$ cat config.mk
export PLATFORM = sky130hd
export DESIGN_NAME = urh_root_hub
export DESIGN_NICKNAME = d
export VERILOG_FILES = /design/src/urh_pkg_unused_check.sv /design/src/urh_pkg.sv /design/src/urh_port_flags.sv /design/src/urh_root_hub.sv
export SDC_FILE = /design/constraint.sdc
export NUM_CORES = 1
export LEC_CHECK = 0
export BUFFER_PORTS_ARGS = -buffer_cell sky130_fd_sc_hd__buf_4
export CORE_ASPECT_RATIO = 2
export CORE_MARGIN = 1
export CORE_UTILIZATION = 25
export CTS_BUF_LIST = sky130_fd_sc_hd__clkbuf_4 sky130_fd_sc_hd__clkbuf_8
export DETAILED_ROUTE_END_ITERATION = 16
export PLACE_DENSITY = 0.44
export SYNTH_ARGS = -nofsm -noshare
export SYNTH_HDL_FRONTEND = slang
export SYNTH_SLANG_ARGS = --single-unit
$ cat constraint.sdc
create_clock -name clk -period 2.7 [get_ports clk]
set_clock_uncertainty 0.05 [all_clocks]
set_input_delay 0.27 -clock clk [delete_from_list [all_inputs] [get_ports clk]]
set_output_delay 0.27 -clock clk [all_outputs]
set_load 0.01 [all_outputs]
$ cat src/urh_pkg_unused_check.sv
`default_nettype none
`default_nettype wire

$ cat src/urh_pkg.sv
// urh_pkg: register codes, field positions and reset values of the root hub control block.
// assumes a 32-bit word register command interface with separate read and write codes.
`default_nettype none
package urh_pkg;
  localparam logic [7:0] URH_RD_DESC_B   = 8'h13;
  localparam logic [7:0] URH_RD_HUB      = 8'h14;
  localparam logic [7:0] URH_RD_PORT1    = 8'h15;
  localparam logic [7:0] URH_RD_PORT2    = 8'h16;
  localparam logic [7:0] URH_WR_FLAG     = 8'h80;
  localparam int         URH_NPORTS      = 2;
  // hub status word fields
  localparam int URH_HS_CLR_WAKE  = 31;
  localparam int URH_HS_OC_CHG    = 17;
  localparam int URH_HS_SET_PWR   = 16;
  localparam int URH_HS_WAKE_EN   = 15;
  localparam int URH_HS_GLOB_OC   = 1;
  localparam int URH_HS_CLR_PWR   = 0;
  // descriptor two fields
  localparam int URH_DB_MASK_LSB  = 16;
  localparam int URH_DB_FIXED_LSB = 0;
  // port status word fields
  localparam int URH_PS_RST_CHG   = 20;
  localparam int URH_PS_OC_CHG    = 19;
  localparam int URH_PS_SUS_CHG   = 18;
  localparam int URH_PS_EN_CHG    = 17;
  localparam int URH_PS_CONN_CHG  = 16;
  localparam int URH_PS_CLR_PWR   = 9;
  localparam int URH_PS_POWER     = 8;
  localparam int URH_PS_OC        = 3;
  localparam int URH_PS_ENABLED   = 1;
  localparam int URH_PS_CONNECTED = 0;
  localparam logic [31:0] URH_ZERO_WORD = 32'h0000_0000;
  localparam logic [2:0]  URH_MASK_RST  = 3'h0;
  localparam logic [2:0]  URH_FIXED_RST = 3'h0;
  typedef enum logic [1:0] {
    URH_PS_IDLE = 2'b01,
    URH_PS_HOLD = 2'b10
  } urh_pend_t;
endpackage : urh_pkg
`default_nettype wire

$ cat src/urh_port_flags.sv
// urh_port_flags: sticky change flags of one downstream port.
// assumes event inputs are single-cycle pulses from the same clock.
`default_nettype none
module urh_port_flags
  import urh_pkg::*;
(
  input  wire logic       clk,
  input  wire logic       nrst,
  input  wire logic       reset_done,
  input  wire logic       resume_done,
  input  wire logic       oc_changed,
  input  wire logic       hw_disable,
  input  wire logic       conn_event,
  input  wire logic       clr_reset,
  input  wire logic       clr_suspend,
  input  wire logic       clr_oc,
  input  wire logic       clr_enable,
  input  wire logic       clr_connect,
  input  wire logic       per_port_oc,
  output logic [4:0]      flags
);
  logic [4:0] flags_reg;
  logic [4:0] flags_next;

  always_comb begin
    flags_next = flags_reg;
    // set wins over a same-cycle write-one clear
    if (clr_connect) flags_next[0] = 1'b0;
    if (conn_event)  flags_next[0] = 1'b1;
    if (clr_enable)  flags_next[1] = 1'b0;
    if (hw_disable)  flags_next[1] = 1'b1;  // RL17
    if (clr_suspend) flags_next[2] = 1'b0;
    if (resume_done) flags_next[2] = 1'b1;  // RL16
    if (reset_done)  flags_next[2] = 1'b0;  // RL16
    if (clr_oc)      flags_next[3] = 1'b0;
    if (oc_changed && per_port_oc) flags_next[3] = 1'b1;  // RL15
    if (clr_reset)   flags_next[4] = 1'b0;
    if (reset_done)  flags_next[4] = 1'b1;  // RL14
  end

  always_ff @(posedge clk or negedge nrst) begin
    if (!nrst) flags_reg <= 5'h0;
    else       flags_reg <= flags_next;
  end

  assign flags = flags_reg;
endmodule : urh_port_flags
`default_nettype wire

$ cat src/urh_root_hub.sv
// urh_root_hub: root hub descriptor two, hub status and port change flags.
// assumes the command interface gives one-cycle read/write strobes with a code byte;
// port events arrive as one-cycle pulses; overcurrent pins are asynchronous.
// Contract
// RL1: with individual switching a set mask bit leaves only per-port power commands.
// RL2: device-fixed field has bit per port, bit 0 reserved.
// RL3: hub word: status low half, change flags high half.
// RL4: writing one at bit 31 clears remote wake enable.
// RL5: hub overcurrent change set on any global overcurrent change, write-one clears; code sets it only while per-port reporting is off.
// RL6: local power and its change bit always read zero.
// RL7: writing one at bit 16 powers on unmasked or all ports.
// RL8: writing one at bit 0 powers off unmasked or all ports.
// RL9: with wake enabled, connect change while suspended gives resume and interrupt.
// RL10: writing one at bit 15 sets remote wake enable, read back there.
// RL11: global overcurrent shown only under collective reporting, else zero.
// RL12: one port word per port at codes 15H/95H and 16H/96H.
// RL13: port writes during a transaction wait until it completes.
// RL14: port reset change set at reset end, write-one clears.
// RL15: port overcurrent change set on indicator change, per-port only, write-one clears.
// RL16: suspend change set at resume end; cleared by write-one or reset change.
// RL17: enable change set only by hardware disable, write-one clears.
// RL18: software writes zero to reserved bits.
// RL19: switch select zero ganged, one individual.
// RL20: report select set with protection present gives per-port overcurrent.
// RL21: descriptor reset values are build parameters loaded at reset.
`default_nettype none
module urh_root_hub
  import urh_pkg::*;
#(
  parameter logic [2:0] MASK_INIT  = URH_MASK_RST,
  parameter logic [2:0] FIXED_INIT = URH_FIXED_RST
)(
  input  wire logic        clk,
  input  wire logic        nrst,
  input  wire logic [7:0]  reg_code,
  input  wire logic        reg_wr,
  input  wire logic        reg_rd,
  input  wire logic [31:0] reg_wdata,
  output logic [31:0]      reg_rdata,
  input  wire logic        power_switch_select,
  input  wire logic        overcurrent_report_select,
  input  wire logic        no_overcurrent_protect,
  input  wire logic        global_oc_pin,
  input  wire logic [1:0]  port_oc_pin,
  input  wire logic        transaction_busy,
  input  wire logic        ctrl_suspend_state,
  input  wire logic [1:0]  connect_status,
  input  wire logic [1:0]  conn_event,
  input  wire logic [1:0]  reset_done,
  input  wire logic [1:0]  resume_done,
  input  wire logic [1:0]  hw_disable,
  input  wire logic [1:0]  port_enabled,
  output logic [1:0]       port_power_on,
  output logic [1:0]       port_cmd_pulse,
  output logic [31:0]      port_cmd_bits,
  output logic             ctrl_resume_state,
  output logic             resume_irq
);
  logic [2:0]  port_power_mask_reg, port_power_mask_next;
  logic [2:0]  device_fixed_bits_reg, device_fixed_bits_next;
  logic        remote_wake_enable_reg, remote_wake_enable_next;
  logic        overcurrent_change_reg, overcurrent_change_next;
  logic [1:0]  power_reg, power_next;
  logic        resume_reg, resume_next;
  logic        irq_reg, irq_next;
  logic [31:0] rdata_reg, rdata_next;
  logic [2:0]  oc_s1_reg, oc_s2_reg, oc_s3_reg;
  logic [1:0]  poc_s1_reg, poc_s2_reg, poc_s3_reg;
  urh_pend_t   pend_reg [URH_NPORTS];
  urh_pend_t   pend_next [URH_NPORTS];
  logic [31:0] pdata_reg [URH_NPORTS];
  logic [31:0] pdata_next [URH_NPORTS];
  logic [1:0]  apply;
  logic [4:0]  flags [URH_NPORTS];
  logic        per_port_oc;
  logic        global_oc;
  logic        hub_wr;
  logic [1:0]  ganged_port;

  // pins cross in via two flops; third stage only for change detect
  always_ff @(posedge clk or negedge nrst) begin
    if (!nrst) begin
      oc_s1_reg  <= 3'h0;
      oc_s2_reg  <= 3'h0;
      oc_s3_reg  <= 3'h0;
      poc_s1_reg <= 2'h0;
      poc_s2_reg <= 2'h0;
      poc_s3_reg <= 2'h0;
    end else begin
      oc_s1_reg  <= {2'h0, global_oc_pin};
      oc_s2_reg  <= oc_s1_reg;
      oc_s3_reg  <= oc_s2_reg;
      poc_s1_reg <= port_oc_pin;
      poc_s2_reg <= poc_s1_reg;
      poc_s3_reg <= poc_s2_reg;
    end
  end

  assign per_port_oc = overcurrent_report_select && !no_overcurrent_protect;  // RL20
  assign global_oc   = oc_s2_reg[0] && !per_port_oc && !no_overcurrent_protect;  // RL11
  assign hub_wr      = reg_wr && (reg_code == (URH_RD_HUB | URH_WR_FLAG));

  always_comb begin
    for (int i = 0; i < URH_NPORTS; i++) begin
      // ganged mode ignores the mask
      ganged_port[i] = !power_switch_select || !port_power_mask_reg[i+1];  // RL1 RL19
    end
  end

  // port writes wait for a transaction to finish
  always_comb begin
    for (int i = 0; i < URH_NPORTS; i++) begin
      pend_next[i]  = pend_reg[i];
      pdata_next[i] = pdata_reg[i];
      apply[i]      = 1'b0;
      case (pend_reg[i])
        URH_PS_IDLE: begin
          // capture first, apply from the held word so the new bits act, not the old
          if (reg_wr && reg_code == ((URH_RD_PORT1 + 8'(i)) | URH_WR_FLAG)) begin  // RL12
            pdata_next[i] = reg_wdata;
            pend_next[i]  = URH_PS_HOLD;  // RL13
          end
        end
        URH_PS_HOLD: begin
          if (!transaction_busy) begin  // RL13
            apply[i]     = 1'b1;
            pend_next[i] = URH_PS_IDLE;
          end
          // a later write while held replaces the held word
          if (reg_wr && reg_code == ((URH_RD_PORT1 + 8'(i)) | URH_WR_FLAG)) begin  // RL12
            pdata_next[i] = reg_wdata;
            pend_next[i]  = URH_PS_HOLD;
          end
        end
        default: pend_next[i] = URH_PS_IDLE;
      endcase
    end
  end

  always_comb begin
    port_power_mask_next    = port_power_mask_reg;
    device_fixed_bits_next  = device_fixed_bits_reg;
    remote_wake_enable_next = remote_wake_enable_reg;
    overcurrent_change_next = overcurrent_change_reg;
    power_next              = power_reg;
    if (reg_wr && reg_code == (URH_RD_DESC_B | URH_WR_FLAG)) begin
      port_power_mask_next   = reg_wdata[URH_DB_MASK_LSB +: 3] & 3'h6;  // RL1
      device_fixed_bits_next = reg_wdata[URH_DB_FIXED_LSB +: 3] & 3'h6;  // RL2
    end
    if (hub_wr && reg_wdata[URH_HS_WAKE_EN])  remote_wake_enable_next = 1'b1;  // RL10
    if (hub_wr && reg_wdata[URH_HS_CLR_WAKE]) remote_wake_enable_next = 1'b0;  // RL4
    if (hub_wr && reg_wdata[URH_HS_OC_CHG])   overcurrent_change_next = 1'b0;
    if (oc_s2_reg[0] != oc_s3_reg[0] && !per_port_oc) overcurrent_change_next = 1'b1;  // RL5
    for (int i = 0; i < URH_NPORTS; i++) begin
      if (hub_wr && reg_wdata[URH_HS_SET_PWR] && ganged_port[i]) power_next[i] = 1'b1;  // RL7
      if (hub_wr && reg_wdata[URH_HS_CLR_PWR] && ganged_port[i]) power_next[i] = 1'b0;  // RL8
      if (apply[i] && !ganged_port[i] && pdata_reg[i][URH_PS_POWER]) power_next[i] = 1'b1;  // RL1
      if (apply[i] && !ganged_port[i] && pdata_reg[i][URH_PS_CLR_PWR]) power_next[i] = 1'b0;  // RL1
      if (per_port_oc && poc_s2_reg[i]) power_next[i] = 1'b0;
    end
  end

  // resume on connect change while suspended
  always_comb begin
    resume_next = 1'b0;
    irq_next    = 1'b0;
    if (remote_wake_enable_reg && ctrl_suspend_state && (|conn_event)) begin  // RL9
      resume_next = 1'b1;
      irq_next    = 1'b1;
    end
  end

  always_comb begin
    rdata_next = URH_ZERO_WORD;
    if (reg_rd) begin
      case (reg_code)
        URH_RD_DESC_B: begin
          rdata_next[URH_DB_MASK_LSB +: 3]  = port_power_mask_reg;
          rdata_next[URH_DB_FIXED_LSB +: 3] = device_fixed_bits_reg;  // RL2
        end
        URH_RD_HUB: begin
          // local power bits 16 and 0 stay zero
          rdata_next[URH_HS_OC_CHG]  = overcurrent_change_reg;  // RL3 RL6
          rdata_next[URH_HS_WAKE_EN] = remote_wake_enable_reg;  // RL10
          rdata_next[URH_HS_GLOB_OC] = global_oc;  // RL11
        end
        URH_RD_PORT1, URH_RD_PORT2: begin
          for (int i = 0; i < URH_NPORTS; i++) begin
            if (reg_code == URH_RD_PORT1 + 8'(i)) begin  // RL12
              rdata_next[URH_PS_CONN_CHG +: 5] = flags[i];
              rdata_next[URH_PS_POWER]   = power_reg[i];
              rdata_next[URH_PS_OC]      = per_port_oc && poc_s2_reg[i];
              rdata_next[URH_PS_ENABLED] = port_enabled[i];
              rdata_next[URH_PS_CONNECTED] = connect_status[i] || device_fixed_bits_reg[i+1];  // RL2
            end
          end
        end
        default: rdata_next = URH_ZERO_WORD;
      endcase
    end else begin
      rdata_next = rdata_reg;
    end
  end

  always_ff @(posedge clk or negedge nrst) begin
    if (!nrst) begin
      port_power_mask_reg    <= MASK_INIT;  // RL21
      device_fixed_bits_reg  <= FIXED_INIT;  // RL21
      remote_wake_enable_reg <= 1'b0;
      overcurrent_change_reg <= 1'b0;
      power_reg              <= 2'h0;
      resume_reg             <= 1'b0;
      irq_reg                <= 1'b0;
      rdata_reg              <= URH_ZERO_WORD;
      for (int i = 0; i < URH_NPORTS; i++) begin
        pend_reg[i]  <= URH_PS_IDLE;
        pdata_reg[i] <= URH_ZERO_WORD;
      end
    end else begin
      port_power_mask_reg    <= port_power_mask_next;
      device_fixed_bits_reg  <= device_fixed_bits_next;
      remote_wake_enable_reg <= remote_wake_enable_next;
      overcurrent_change_reg <= overcurrent_change_next;
      power_reg              <= power_next;
      resume_reg             <= resume_next;
      irq_reg                <= irq_next;
      rdata_reg              <= rdata_next;
      for (int i = 0; i < URH_NPORTS; i++) begin
        pend_reg[i]  <= pend_next[i];
        pdata_reg[i] <= pdata_next[i];
      end
    end
  end

  for (genvar g = 0; g < URH_NPORTS; g++) begin : g_port
    urh_port_flags u_flags (
      .clk         (clk),
      .nrst        (nrst),
      .reset_done  (reset_done[g]),
      .resume_done (resume_done[g]),
      .oc_changed  (poc_s2_reg[g] != poc_s3_reg[g]),
      .hw_disable  (hw_disable[g]),
      .conn_event  (conn_event[g]),
      .clr_reset   (apply[g] && pdata_reg[g][URH_PS_RST_CHG]),
      .clr_suspend (apply[g] && pdata_reg[g][URH_PS_SUS_CHG]),
      .clr_oc      (apply[g] && pdata_reg[g][URH_PS_OC_CHG]),
      .clr_enable  (apply[g] && pdata_reg[g][URH_PS_EN_CHG]),
      .clr_connect (apply[g] && pdata_reg[g][URH_PS_CONN_CHG]),
      .per_port_oc (per_port_oc),
      .flags       (flags[g])
    );
  end

  assign reg_rdata         = rdata_reg;
  assign port_power_on     = power_reg;
  assign port_cmd_pulse    = apply;
  assign port_cmd_bits     = pdata_reg[0] | pdata_reg[1];
  assign ctrl_resume_state = resume_reg;
  assign resume_irq        = irq_reg;
endmodule : urh_root_hub
`default_nettype wire

==> results of run 1 <==
==> kinds of logic after synthesis <==
group                    Yosys count
flip-flops                       107
adder cells (fa/ha/maj)            4
multiplexers                      73
other                              1
buffers and inverters             44
AO/OA/AOI/OAI                     49
AND/OR/NAND/NOR                   89
XOR/XNOR                           4
==> stage by stage <==
| step | total power [mW] | instances |
|---|---|---|
| finish | 3.18 | 759 |
| CTS | 3.25 | 758 |
| global placement | 2.14 | 735 |
| detailed placement | 2.15 | 735 |
| global route | 3.36 | 759 |
| floorplan | 1.92 | 391 |
==> cells in the mapped netlist, types with 3 or more instances <==
cell	instances	area share, %
or2_2	32	4.1
mux2_1	39	9.0
o2bb2ai_1	6	1.1
buf_4	23	3.5
buf_6	8	1.8
dfrtp_1	105	54
a21oi_1	10	1.0
nor2_1	9	0.69
mux2i_1	5	1.0
a21o_1	6	0.92
nor3_1	3	0.31
nor2b_1	3	0.38
a22o_1	4	0.72
mux2_4	29	8.9
ha_1	4	1.0
nand2_1	24	1.8
o21ai_1	7	0.72
inv_1	8	0.62
clkbuf_1	3	0.23
o32ai_1	4	0.72
==> power by group through the flow <==
stage                     registers (mW)  logic, mW  clock network (mW)
after floorplan                     1.72      0.199                   0
after global routing                1.72      0.453                1.19
after detailed placement            1.74      0.409                   0
final                               1.71      0.410                1.07
after CTS                           1.71      0.421                1.12
after global placement              1.74      0.402                   0
==> critical path: cells and delay by family (launching register included) <==
| family | cells | cell delay (ns) |
|---|---|---|
| fa+ha+maj | 1 | 0.28 |
| buf+inv | 2 | 0.34 |
| flops | 1 | 0.56 |
| mux | 1 | 0.33 |
| simple gates | 1 | 0.43 |
==> layout by cell type (no fill, tap or decap), types with 3 or more instances in the layout <==
cell type,instances
buf_12,3
or2_2,32
nor3_1,3
nor2b_1,3
mux2_1,39
a22o_1,4
dfrtp_1,105
mux2_4,29
dlygate4sd3_1,8
ha_1,4
conb_1,21
inv_1,8
buf_4,117
a21o_1,6
mux2i_1,5
clkbuf_8,12
o21ai_1,7
o2bb2ai_1,6
a21oi_1,10
nor2_1,9
nand2_1,24
o32ai_1,4
==> final cells by class <==
type / instances / area, um^2 / share of cell area [%]
Clock buffer: 12 / 165 / 2.65
Clock inverter: 4 / 47.5 / 0.762
Multi-Input combinational cell: 240 / 1970 / 31.5
Timing Repair Buffer: 128 / 1020 / 16.3
Inverter: 9 / 33.8 / 0.542
Sequential cell: 107 / 2680 / 43.0
Tap cell: 259 / 324 / 5.20
==> final timing paths <==
path / to / cells after the start / slack (ns)
max in group asynchronous: pend_reg[0]$_DFFE_PN1P_ / 3 / 1.37
worst max register to register: pdata_reg[14]$_DFFE_PN0P_ / 5 / 0.57
min in group asynchronous: pdata_reg[45]$_DFFE_PN0P_ / 2 / 0.46
worst min register to register: oc_s2_reg[0]$_DFF_PN0_ / 0 / 0.30
worst min-delay path: g_port[1].u_flags.flags[0]$_DFFE_PN0P_ / 2 / 0.02
worst max-delay path: pdata_reg[14]$_DFFE_PN0P_ / 5 / 0.57
==> routing by layer <==
metal	up-vias	share of wire (%)	wire length, um
met5	-	0	0
met4	0	1.7	218
met3	10	5.8	731
met2	102	53	6700
met1	1637	40	5010
li1	1495	-	-
==> timing repair <==
item,CTS,global route
gates resized for setup,0,0
hold endpoints to repair,64,1
hold buffers,7,1
setup endpoints to repair,0,0
==> flow_metrics.env, run 1 <==
export IMPL_maximum_number_of_pins_on_one_net_before_global_route_repair=60
export IMPL_ys_types=48
export IMPL_num_vias=3244
export IMPL_netSwitchingPower_mw=0.793
export IMPL_number_of_violations_of_the_max_capacitance_limit=0
export IMPL_pwr_share_seq_pct=53.6
export IMPL_crit_path_max_delay_cell_type="dfstp_2"
export IMPL_detailedRoute_firstIterationViolations=98
export IMPL_place_ws_ns=0.562
export IMPL_synthSimpleGateAreaFrac_pct=10.7
export IMPL_clk_transition_reported_paths_ns=0.10
export IMPL_final_period_minus_worst_setup_slack_ns=2.13
export IMPL_root_buffer="clkbuf_8"
export IMPL_power_share_clock_pct=33.5
export IMPL_antenna_found_initial=0
export IMPL_ys_async_sr_fraction_pct=100
export IMPL_final_hold_viol_count=0
export IMPL_grt_met2_usage_pct=23.0
export IMPL_placement_rows=72
export IMPL_power_leakage_nw=3.21
export IMPL_max_freq_ghz=0.470
export IMPL_cell_internal_pwr_mw=2.39
export IMPL_layout_worst_path_cycle_share_pct=78.9
export IMPL_min_delay_start="conn_event[1]"
export IMPL_hold_path_class="in2reg"
export IMPL_dr_pass1_iters=4
export IMPL_maxSlewHeadroom_pct=45.3
export IMPL_top_usage_layer="met2"
export IMPL_mappedNetlistArea_mm2=0.00488
export IMPL_gr_usage_met3_pct=2.94
export IMPL_cp_arrival_ns=2.35
export IMPL_io_buffers=112
export IMPL_synth_top_family_by_area="multiplexers"
export IMPL_synth_edff_count=0
export IMPL_dpl_instance_area_mm2=0.00594
export IMPL_cts_tree="done"
export IMPL_critical_path_endpoint_type="register"
export IMPL_post_route_drc_count=0
export IMPL_worstReg2RegStart="pend_reg[0]$_DFFE_PN1P_"
export IMPL_route_antenna_remaining_nets=0
export IMPL_sw_frac_of_total_pct=24.9
export IMPL_cp_start_kind="register"
export IMPL_floorplan_die_height_um=200
export IMPL_starting_utilization_of_the_core_area_pct=25.4
export IMPL_routabilityCongestion=0.747
export IMPL_cts_post_setup_buffers_inserted=0
export IMPL_synthesis_instances=371
export IMPL_rsz0062_at_grt="no"
export IMPL_crit_path_cell_chain="inv_1 > ha_1 > and4b_2 > buf_12 > mux2_4"
export IMPL_synthToLayoutAreaGrowth_pct=27.7
export IMPL_core_area_mm2=0.0192
export IMPL_worst_endpoint_required_ns=2.92
export IMPL_wire_length_of_the_first_global_routing_pass_mm=19.6
export IMPL_worst_setup_path_startpoint="pend_reg[0]$_DFFE_PN1P_"
export IMPL_ys_ff_latch=107
export IMPL_layout_core_utilization_pct=32.5
export IMPL_setup_violations=0
export IMPL_antennaDiodeCount=0
export IMPL_slowest_delay_ns=0.56
export IMPL_design_final_nets=563
export IMPL_hold_worst_slack_ns=0.0206
export IMPL_cts_made_buffers=9
export IMPL_clk_latency_ns=0.38
export IMPL_crit_path_max_fanout=28
export IMPL_first_global_vias=3386
export IMPL_die_area_mm2=0.0201
export IMPL_synth_xor_area_share_pct=0.718
export IMPL_cts_sinks=107
export IMPL_cts_root_to_sink_buffers=2
export IMPL_synth_flop_cell="dfrtp_1"
export IMPL_ys_seq_area_share_pct=54.9
export IMPL_filler_cell_count=1966
export IMPL_power_density_cell_area_mw_per_mm2=511
export IMPL_clock_tree_htree_level_count=3
export IMPL_run_status="completed"
export IMPL_synth_compound_area_share_pct=7.28
export IMPL_timing_worst_setup_path_type="reg2reg"
export IMPL_route_detailed_vias_per_inst=4.27
export IMPL_fin_area_mm2=0.00624
export IMPL_dp_final_hpwl_mm=9.35
export IMPL_worst_path_setup_slack_after_routing_ns=0.571
export IMPL_sum_of_overflow_across_all_layers_after_global_routing=0
export IMPL_die_w_um=101
export IMPL_finalSetupTns_ns=0
export IMPL_synthesis_area_per_instance_um2=13.2
export IMPL_vdd_drop_max_mv=0.182
export IMPL_synth_warning_count=0
export IMPL_largest_register_ff_count=64
export IMPL_synth_adder_area_share_pct=1.03
export IMPL_grt_util_met1_pct=15.7
export IMPL_layout_cells_sized_above_1_pct=41.6
export IMPL_actual_slew_at_the_worst_max_slew_pin_ns=0.820
export IMPL_share_comb_of_total_power_pct=12.9
export IMPL_synthMuxAreaShare_pct=18.9
export IMPL_drt_wl_total_mm=12.7
export IMPL_grt_use_total_pct=13.3
export IMPL_avgRoutedWirePerCell_um=16.7
export IMPL_drv_slew=0
export IMPL_top_level_ports=134
Power figures use the tool's default switching activity.
==> inputs of run 2 (changes only) <==
- clock period: 2.7 -> 2.1 ns (I/O delays scaled with it)
==> run 2 against run 1 <==
Compared with the run above: cell area rose by 5.5%; first-iteration DRC count did not move; combinational power rose by 40%; clock power grew 27%; critical endpoint is now pdata_reg[42]$_DFFE_PN0P_; via count up 2.7%; worst setup slack worse by 0.44 ns; core utilization is 1.8 points higher; critical path type unchanged; fmax increased by 7.9%; global-route usage up 0.14 points; hold slack better by 0.0044 ns; largest power group unchanged; largest cell class unchanged; cell count increased by 4.5%.
==> flow_metrics.env, run 2 (synthesized netlist as in run 1, its figures left out) <==
export IMPL_run_status="completed"
export IMPL_crit_path_max_fanout=10
export IMPL_root_buffer="clkbuf_8"
export IMPL_worst_endpoint_required_ns=2.31
export IMPL_floorplan_die_height_um=200
export IMPL_setup_violations=0
export IMPL_detailedRoute_firstIterationViolations=98
export IMPL_wire_length_of_the_first_global_routing_pass_mm=20.0
export IMPL_die_area_mm2=0.0201
export IMPL_dr_pass1_iters=4
export IMPL_layout_worst_path_cycle_share_pct=93.9
export IMPL_placement_rows=72
export IMPL_post_route_drc_count=0
export IMPL_antennaDiodeCount=0
export IMPL_route_antenna_remaining_nets=0
export IMPL_io_buffers=112
export IMPL_largest_register_ff_count=64
export IMPL_dp_final_hpwl_mm=9.62
export IMPL_clk_transition_reported_paths_ns=0.11
export IMPL_grt_use_total_pct=13.4
export IMPL_design_final_nets=597
export IMPL_clock_tree_htree_level_count=3
export IMPL_maximum_number_of_pins_on_one_net_before_global_route_repair=58
export IMPL_layout_cells_sized_above_1_pct=40.1
export IMPL_power_density_cell_area_mw_per_mm2=627
export IMPL_avgRoutedWirePerCell_um=16.1
export IMPL_hold_worst_slack_ns=0.0250
export IMPL_first_global_vias=3588
export IMPL_cts_tree="done"
export IMPL_vdd_drop_max_mv=0.331
export IMPL_power_leakage_nw=3.35
export IMPL_cp_start_kind="register"
export IMPL_route_detailed_vias_per_inst=4.20
export IMPL_sum_of_overflow_across_all_layers_after_global_routing=0
export IMPL_cts_made_buffers=9
export IMPL_synthToLayoutAreaGrowth_pct=34.8
export IMPL_timing_worst_setup_path_type="reg2reg"
export IMPL_final_period_minus_worst_setup_slack_ns=1.97
export IMPL_number_of_violations_of_the_max_capacitance_limit=0
export IMPL_layout_cells_most_common="buf_4"
export IMPL_finalSetupTns_ns=0
export IMPL_starting_utilization_of_the_core_area_pct=25.4
export IMPL_clk_latency_ns=0.38
export IMPL_num_vias=3332
export IMPL_drv_slew=0
export IMPL_drt_wl_total_mm=12.8
export IMPL_rsz0062_at_grt="no"
export IMPL_die_w_um=101
export IMPL_cts_sinks=107
export IMPL_antenna_found_initial=0
export IMPL_max_freq_ghz=0.507
export IMPL_hold_path_class="in2reg"
export IMPL_routabilityCongestion=0.716
export IMPL_critical_path_endpoint_type="register"
export IMPL_cts_root_to_sink_buffers=2
export IMPL_top_level_ports=134
export IMPL_core_area_mm2=0.0192
export IMPL_cp_arrival_ns=2.18
export IMPL_layout_cells_most_common_list="buf_4 (121), dfrtp_1 (105), mux2_1 (39)"
export IMPL_final_hold_viol_count=0
-- run 2: report_power, final --
| part | internal, mW | switching, mW | total (mW) |
|---|---|---|---|
| clock network | 0.619 | 0.738 | 1.36 |
| registers | 2.14 | 0.0512 | 2.20 |
| logic | 0.322 | 0.252 | 0.574 |
-- run 2: cell type report --
type | count | area [um^2]
Clock buffer | 11 | 151
Clock inverter | 5 | 61.3
Fill cell | 1922 | 12600
Inverter | 9 | 33.8
Multi-Input combinational cell | 240 | 1980
Sequential cell | 107 | 2680
Tap cell | 259 | 324
Timing Repair Buffer | 162 | 1350
-- run 2: path summary, 6_finish.rpt --
path	from	slack (ns)	depth (start not counted)	end
worst max-delay path	pend_reg[2]$_DFFE_PN1P_	0.13	5	pdata_reg[42]$_DFFE_PN0P_
max in group asynchronous	nrst	1.06	3	oc_s3_reg[0]$_DFF_PN0_
min in group asynchronous	nrst	0.23	2	pdata_reg[13]$_DFFE_PN0P_
worst max register to register	pend_reg[2]$_DFFE_PN1P_	0.13	5	pdata_reg[42]$_DFFE_PN0P_
worst min-delay path	reg_wdata[0]	0.02	2	pdata_reg[0]$_DFFE_PN0P_
worst min register to register	oc_s1_reg[0]$_DFF_PN0_	0.31	0	oc_s2_reg[0]$_DFF_PN0_
-- run 2: metal layers --
metal	vias to the layer above	global-route usage (%)	part of all wire, %
met4	0	5.15	1.5
met1	1668	14.7	39
li1	1561	-	-
met3	10	2.27	4.2
met5	-	0	0
met2	93	25.3	56
-- run 2: repair_timing --
action,4_1_cts,5_1_grt
gates cloned,0,0
hold endpoints to repair,77,0
gates resized for setup,2,2
endpoints found under the setup margin,2,2
hold buffers,38,0
setup buffers,0,0
pin swaps,0,0
-- run 2: per-stage QoR --
| stage | instances | total power [mW] | worst slack [ns] | utilization, % | cell area (um^2) |
|---|---|---|---|---|---|
| 6_report | 793 | 4.13 | 0.127 | 34.3 | 6580 |
| 5_1_grt | 793 | 4.34 | 0.0468 | 34.3 | 6580 |
| 4_1_cts | 793 | 4.20 | 0.0831 | 34.2 | 6570 |
| 3_5_place_dp | 739 | 2.76 | 0.150 | 31.1 | 5970 |
| 3_3_place_gp | 739 | 2.75 | 0.163 | 31.1 | 5970 |
| 2_1_floorplan | 391 | 2.47 | 0.277 | - | 4960 |
-- run 2: worst max-delay path: stages, from the launching register on --
cell and delay, ns:
dfstp_2 0.56, inv_1 0.04, ha_1 0.28, and4b_2 0.32, buf_4 0.23, mux2_1 0.35
==> inputs of run 3 (changes only) <==
--- a/config.mk
+++ b/config.mk
@@ -13,2 +13,3 @@
 export DETAILED_ROUTE_END_ITERATION = 16
+export MAX_ROUTING_LAYER = met4
 export PLACE_DENSITY = 0.44
@@ -17 +18,2 @@
 export SYNTH_SLANG_ARGS = --single-unit
+export TNS_END_PERCENT = 20
==> constraint.sdc (replaced) <==
create_clock -name clk -period 2.1 [get_ports clk]
set_clock_uncertainty 0.05 [all_clocks]
set_input_delay 0.42 -clock clk [delete_from_list [all_inputs] [get_ports clk]]
set_output_delay 0.42 -clock clk [all_outputs]
set_load 0.01 [all_outputs]
==> run 3 against run 2 <==
Compared with the run above: largest cell class unchanged; power fell by 6.0%; sequential cell count did not move; combinational power shrank 7.7%; wire length is 0.32% lower; sequential power is essentially flat.
==> flow_metrics.env, run 3 (synthesized netlist as in run 1, its figures left out) <==
export IMPL_power_density_cell_area_mw_per_mm2=621
export IMPL_design_final_nets=569
export IMPL_die_w_um=101
export IMPL_layout_cells_most_common_list="buf_4 (129), dfrtp_1 (105), mux2_1 (39)"
export IMPL_clock_tree_htree_level_count=3
export IMPL_first_global_vias=3455
export IMPL_antennaDiodeCount=0
export IMPL_die_area_mm2=0.0201
export IMPL_final_hold_viol_count=0
export IMPL_clk_transition_reported_paths_ns=0.10
export IMPL_hold_worst_slack_ns=0.0857
export IMPL_place_ws_ns=0.0969
export IMPL_drt_wl_total_mm=12.7
export IMPL_cts_made_buffers=9
export IMPL_floorplan_die_height_um=200
export IMPL_core_area_mm2=0.0192
export IMPL_io_buffers=112
export IMPL_routabilityCongestion=0.777
export IMPL_top_usage_layer="met2"
export IMPL_largest_register_ff_count=64
export IMPL_route_detailed_vias_per_inst=4.22
export IMPL_power_leakage_nw=3.23
export IMPL_cp_arrival_ns=1.56
export IMPL_setup_violations=0
export IMPL_hold_path_class="in2reg"
export IMPL_crit_path_max_fanout=4
export IMPL_drv_slew=0
export IMPL_worst_path_setup_slack_after_routing_ns=0.0728
export IMPL_max_freq_ghz=0.493
export IMPL_detailedRoute_firstIterationViolations=87
export IMPL_wire_length_of_the_first_global_routing_pass_mm=19.6
export IMPL_avgRoutedWirePerCell_um=16.6
export IMPL_maximum_number_of_pins_on_one_net_before_global_route_repair=33
export IMPL_grt_use_total_pct=13.7
export IMPL_timing_worst_setup_path_type="reg2out"
export IMPL_post_route_drc_count=0
export IMPL_starting_utilization_of_the_core_area_pct=25.4
export IMPL_run_status="completed"
export IMPL_layout_cells_sized_above_1_pct=44.1
export IMPL_worst_endpoint_required_ns=1.63
export IMPL_dr_pass1_iters=5
export IMPL_route_antenna_remaining_nets=0
export IMPL_dp_final_hpwl_mm=9.84
export IMPL_clk_latency_ns=0.39
export IMPL_num_vias=3228
export IMPL_fin_area_mm2=0.00624
export IMPL_layout_cells_most_common="buf_4"
export IMPL_grt_met2_usage_pct=24.0
export IMPL_number_of_violations_of_the_max_capacitance_limit=0
export IMPL_synthToLayoutAreaGrowth_pct=27.8
export IMPL_vdd_drop_max_mv=0.279
export IMPL_gr_usage_met3_pct=2.17
export IMPL_layout_worst_path_cycle_share_pct=96.5
export IMPL_placement_rows=72
export IMPL_finalSetupTns_ns=0
export IMPL_layout_core_utilization_pct=32.5
export IMPL_rsz0062_at_grt="no"
export IMPL_grt_util_met1_pct=15.2
export IMPL_final_period_minus_worst_setup_slack_ns=2.03
export IMPL_cts_tree="done"
export IMPL_cts_root_to_sink_buffers=2
export IMPL_cts_sinks=107
export IMPL_root_buffer="clkbuf_8"
export IMPL_top_level_ports=134
export IMPL_cp_start_kind="register"
export IMPL_critical_path_endpoint_type="output pin"
export IMPL_dpl_instance_area_mm2=0.00605
export IMPL_sum_of_overflow_across_all_layers_after_global_routing=0
export IMPL_antenna_found_initial=0
[run 3: cell count changes in the layout (fill, tap and decap cells not counted), sizes merged]
cell / previous run / this run
buf: 124 / 133
bufinv: 1 / 0
clkbuf: 11 / 10
clkinv: 1 / 6
clkinvlp: 3 / 0
dlygate4sd3: 38 / 1
[run 3: area by class of cell]
type / instances / area, um^2
Fill cell: 1950 / 12900
Timing Repair Buffer: 134 / 1060
Tap cell: 259 / 324
Inverter: 9 / 33.8
Multi-Input combinational cell: 240 / 1980
Sequential cell: 107 / 2680
Clock inverter: 6 / 33.8
Clock buffer: 10 / 131
[run 3: where the power goes]
part / internal [mW] / switching, mW / leakage, nW
Clock: 0.438 / 0.714 / 0.0930
Sequential: 2.14 / 0.0518 / 1.40
Combinational: 0.285 / 0.245 / 1.74
[run 3: metal layers]
metal  share of wire [%]  up-vias
met5                   0        -
met1                  39     1625
li1                    -     1507
met4                 1.9        0
met2                  55       88
met3                 4.1        8
[run 3: worst paths after layout]
check	endpoint	startpoint	slack [ns]	cells past startpoint
max reg2reg	pdata_reg[36]$_DFFE_PN0P_	pend_reg[2]$_DFFE_PN1P_	0.10	5
min reg2reg	poc_s2_reg[1]$_DFF_PN0_	poc_s1_reg[1]$_DFF_PN0_	0.32	0
min	poc_s1_reg[0]$_DFF_PN0_	port_oc_pin[0]	0.09	1
min in group asynchronous	pdata_reg[45]$_DFFE_PN0P_	nrst	0.46	2
max	port_cmd_pulse[0]	pend_reg[2]$_DFFE_PN1P_	0.07	4
max in group asynchronous	pdata_reg[59]$_DFFE_PN0P_	nrst	0.93	3
[run 3: repair_timing]
action	in CTS	in global routing
gates resized for setup	2	1
setup buffers	0	1
hold endpoints to repair	22	0
hold buffers	1	0
endpoints found under the setup margin	2	2
[run 3: worst max-delay path, stage by stage, from the launching register on]
cell and delay, ns:
dfstp_2 0.55, inv_1 0.05, ha_1 0.22, nor2b_2 0.20
buf_4 0.15
[run 3: stage by stage]
step	std cells	power [mW]
5_1_grt	765	4.08
3_5_place_dp	747	2.78
3_3_place_gp	747	2.76
6_report	765	3.88
4_1_cts	764	3.95
2_1_floorplan	391	2.47
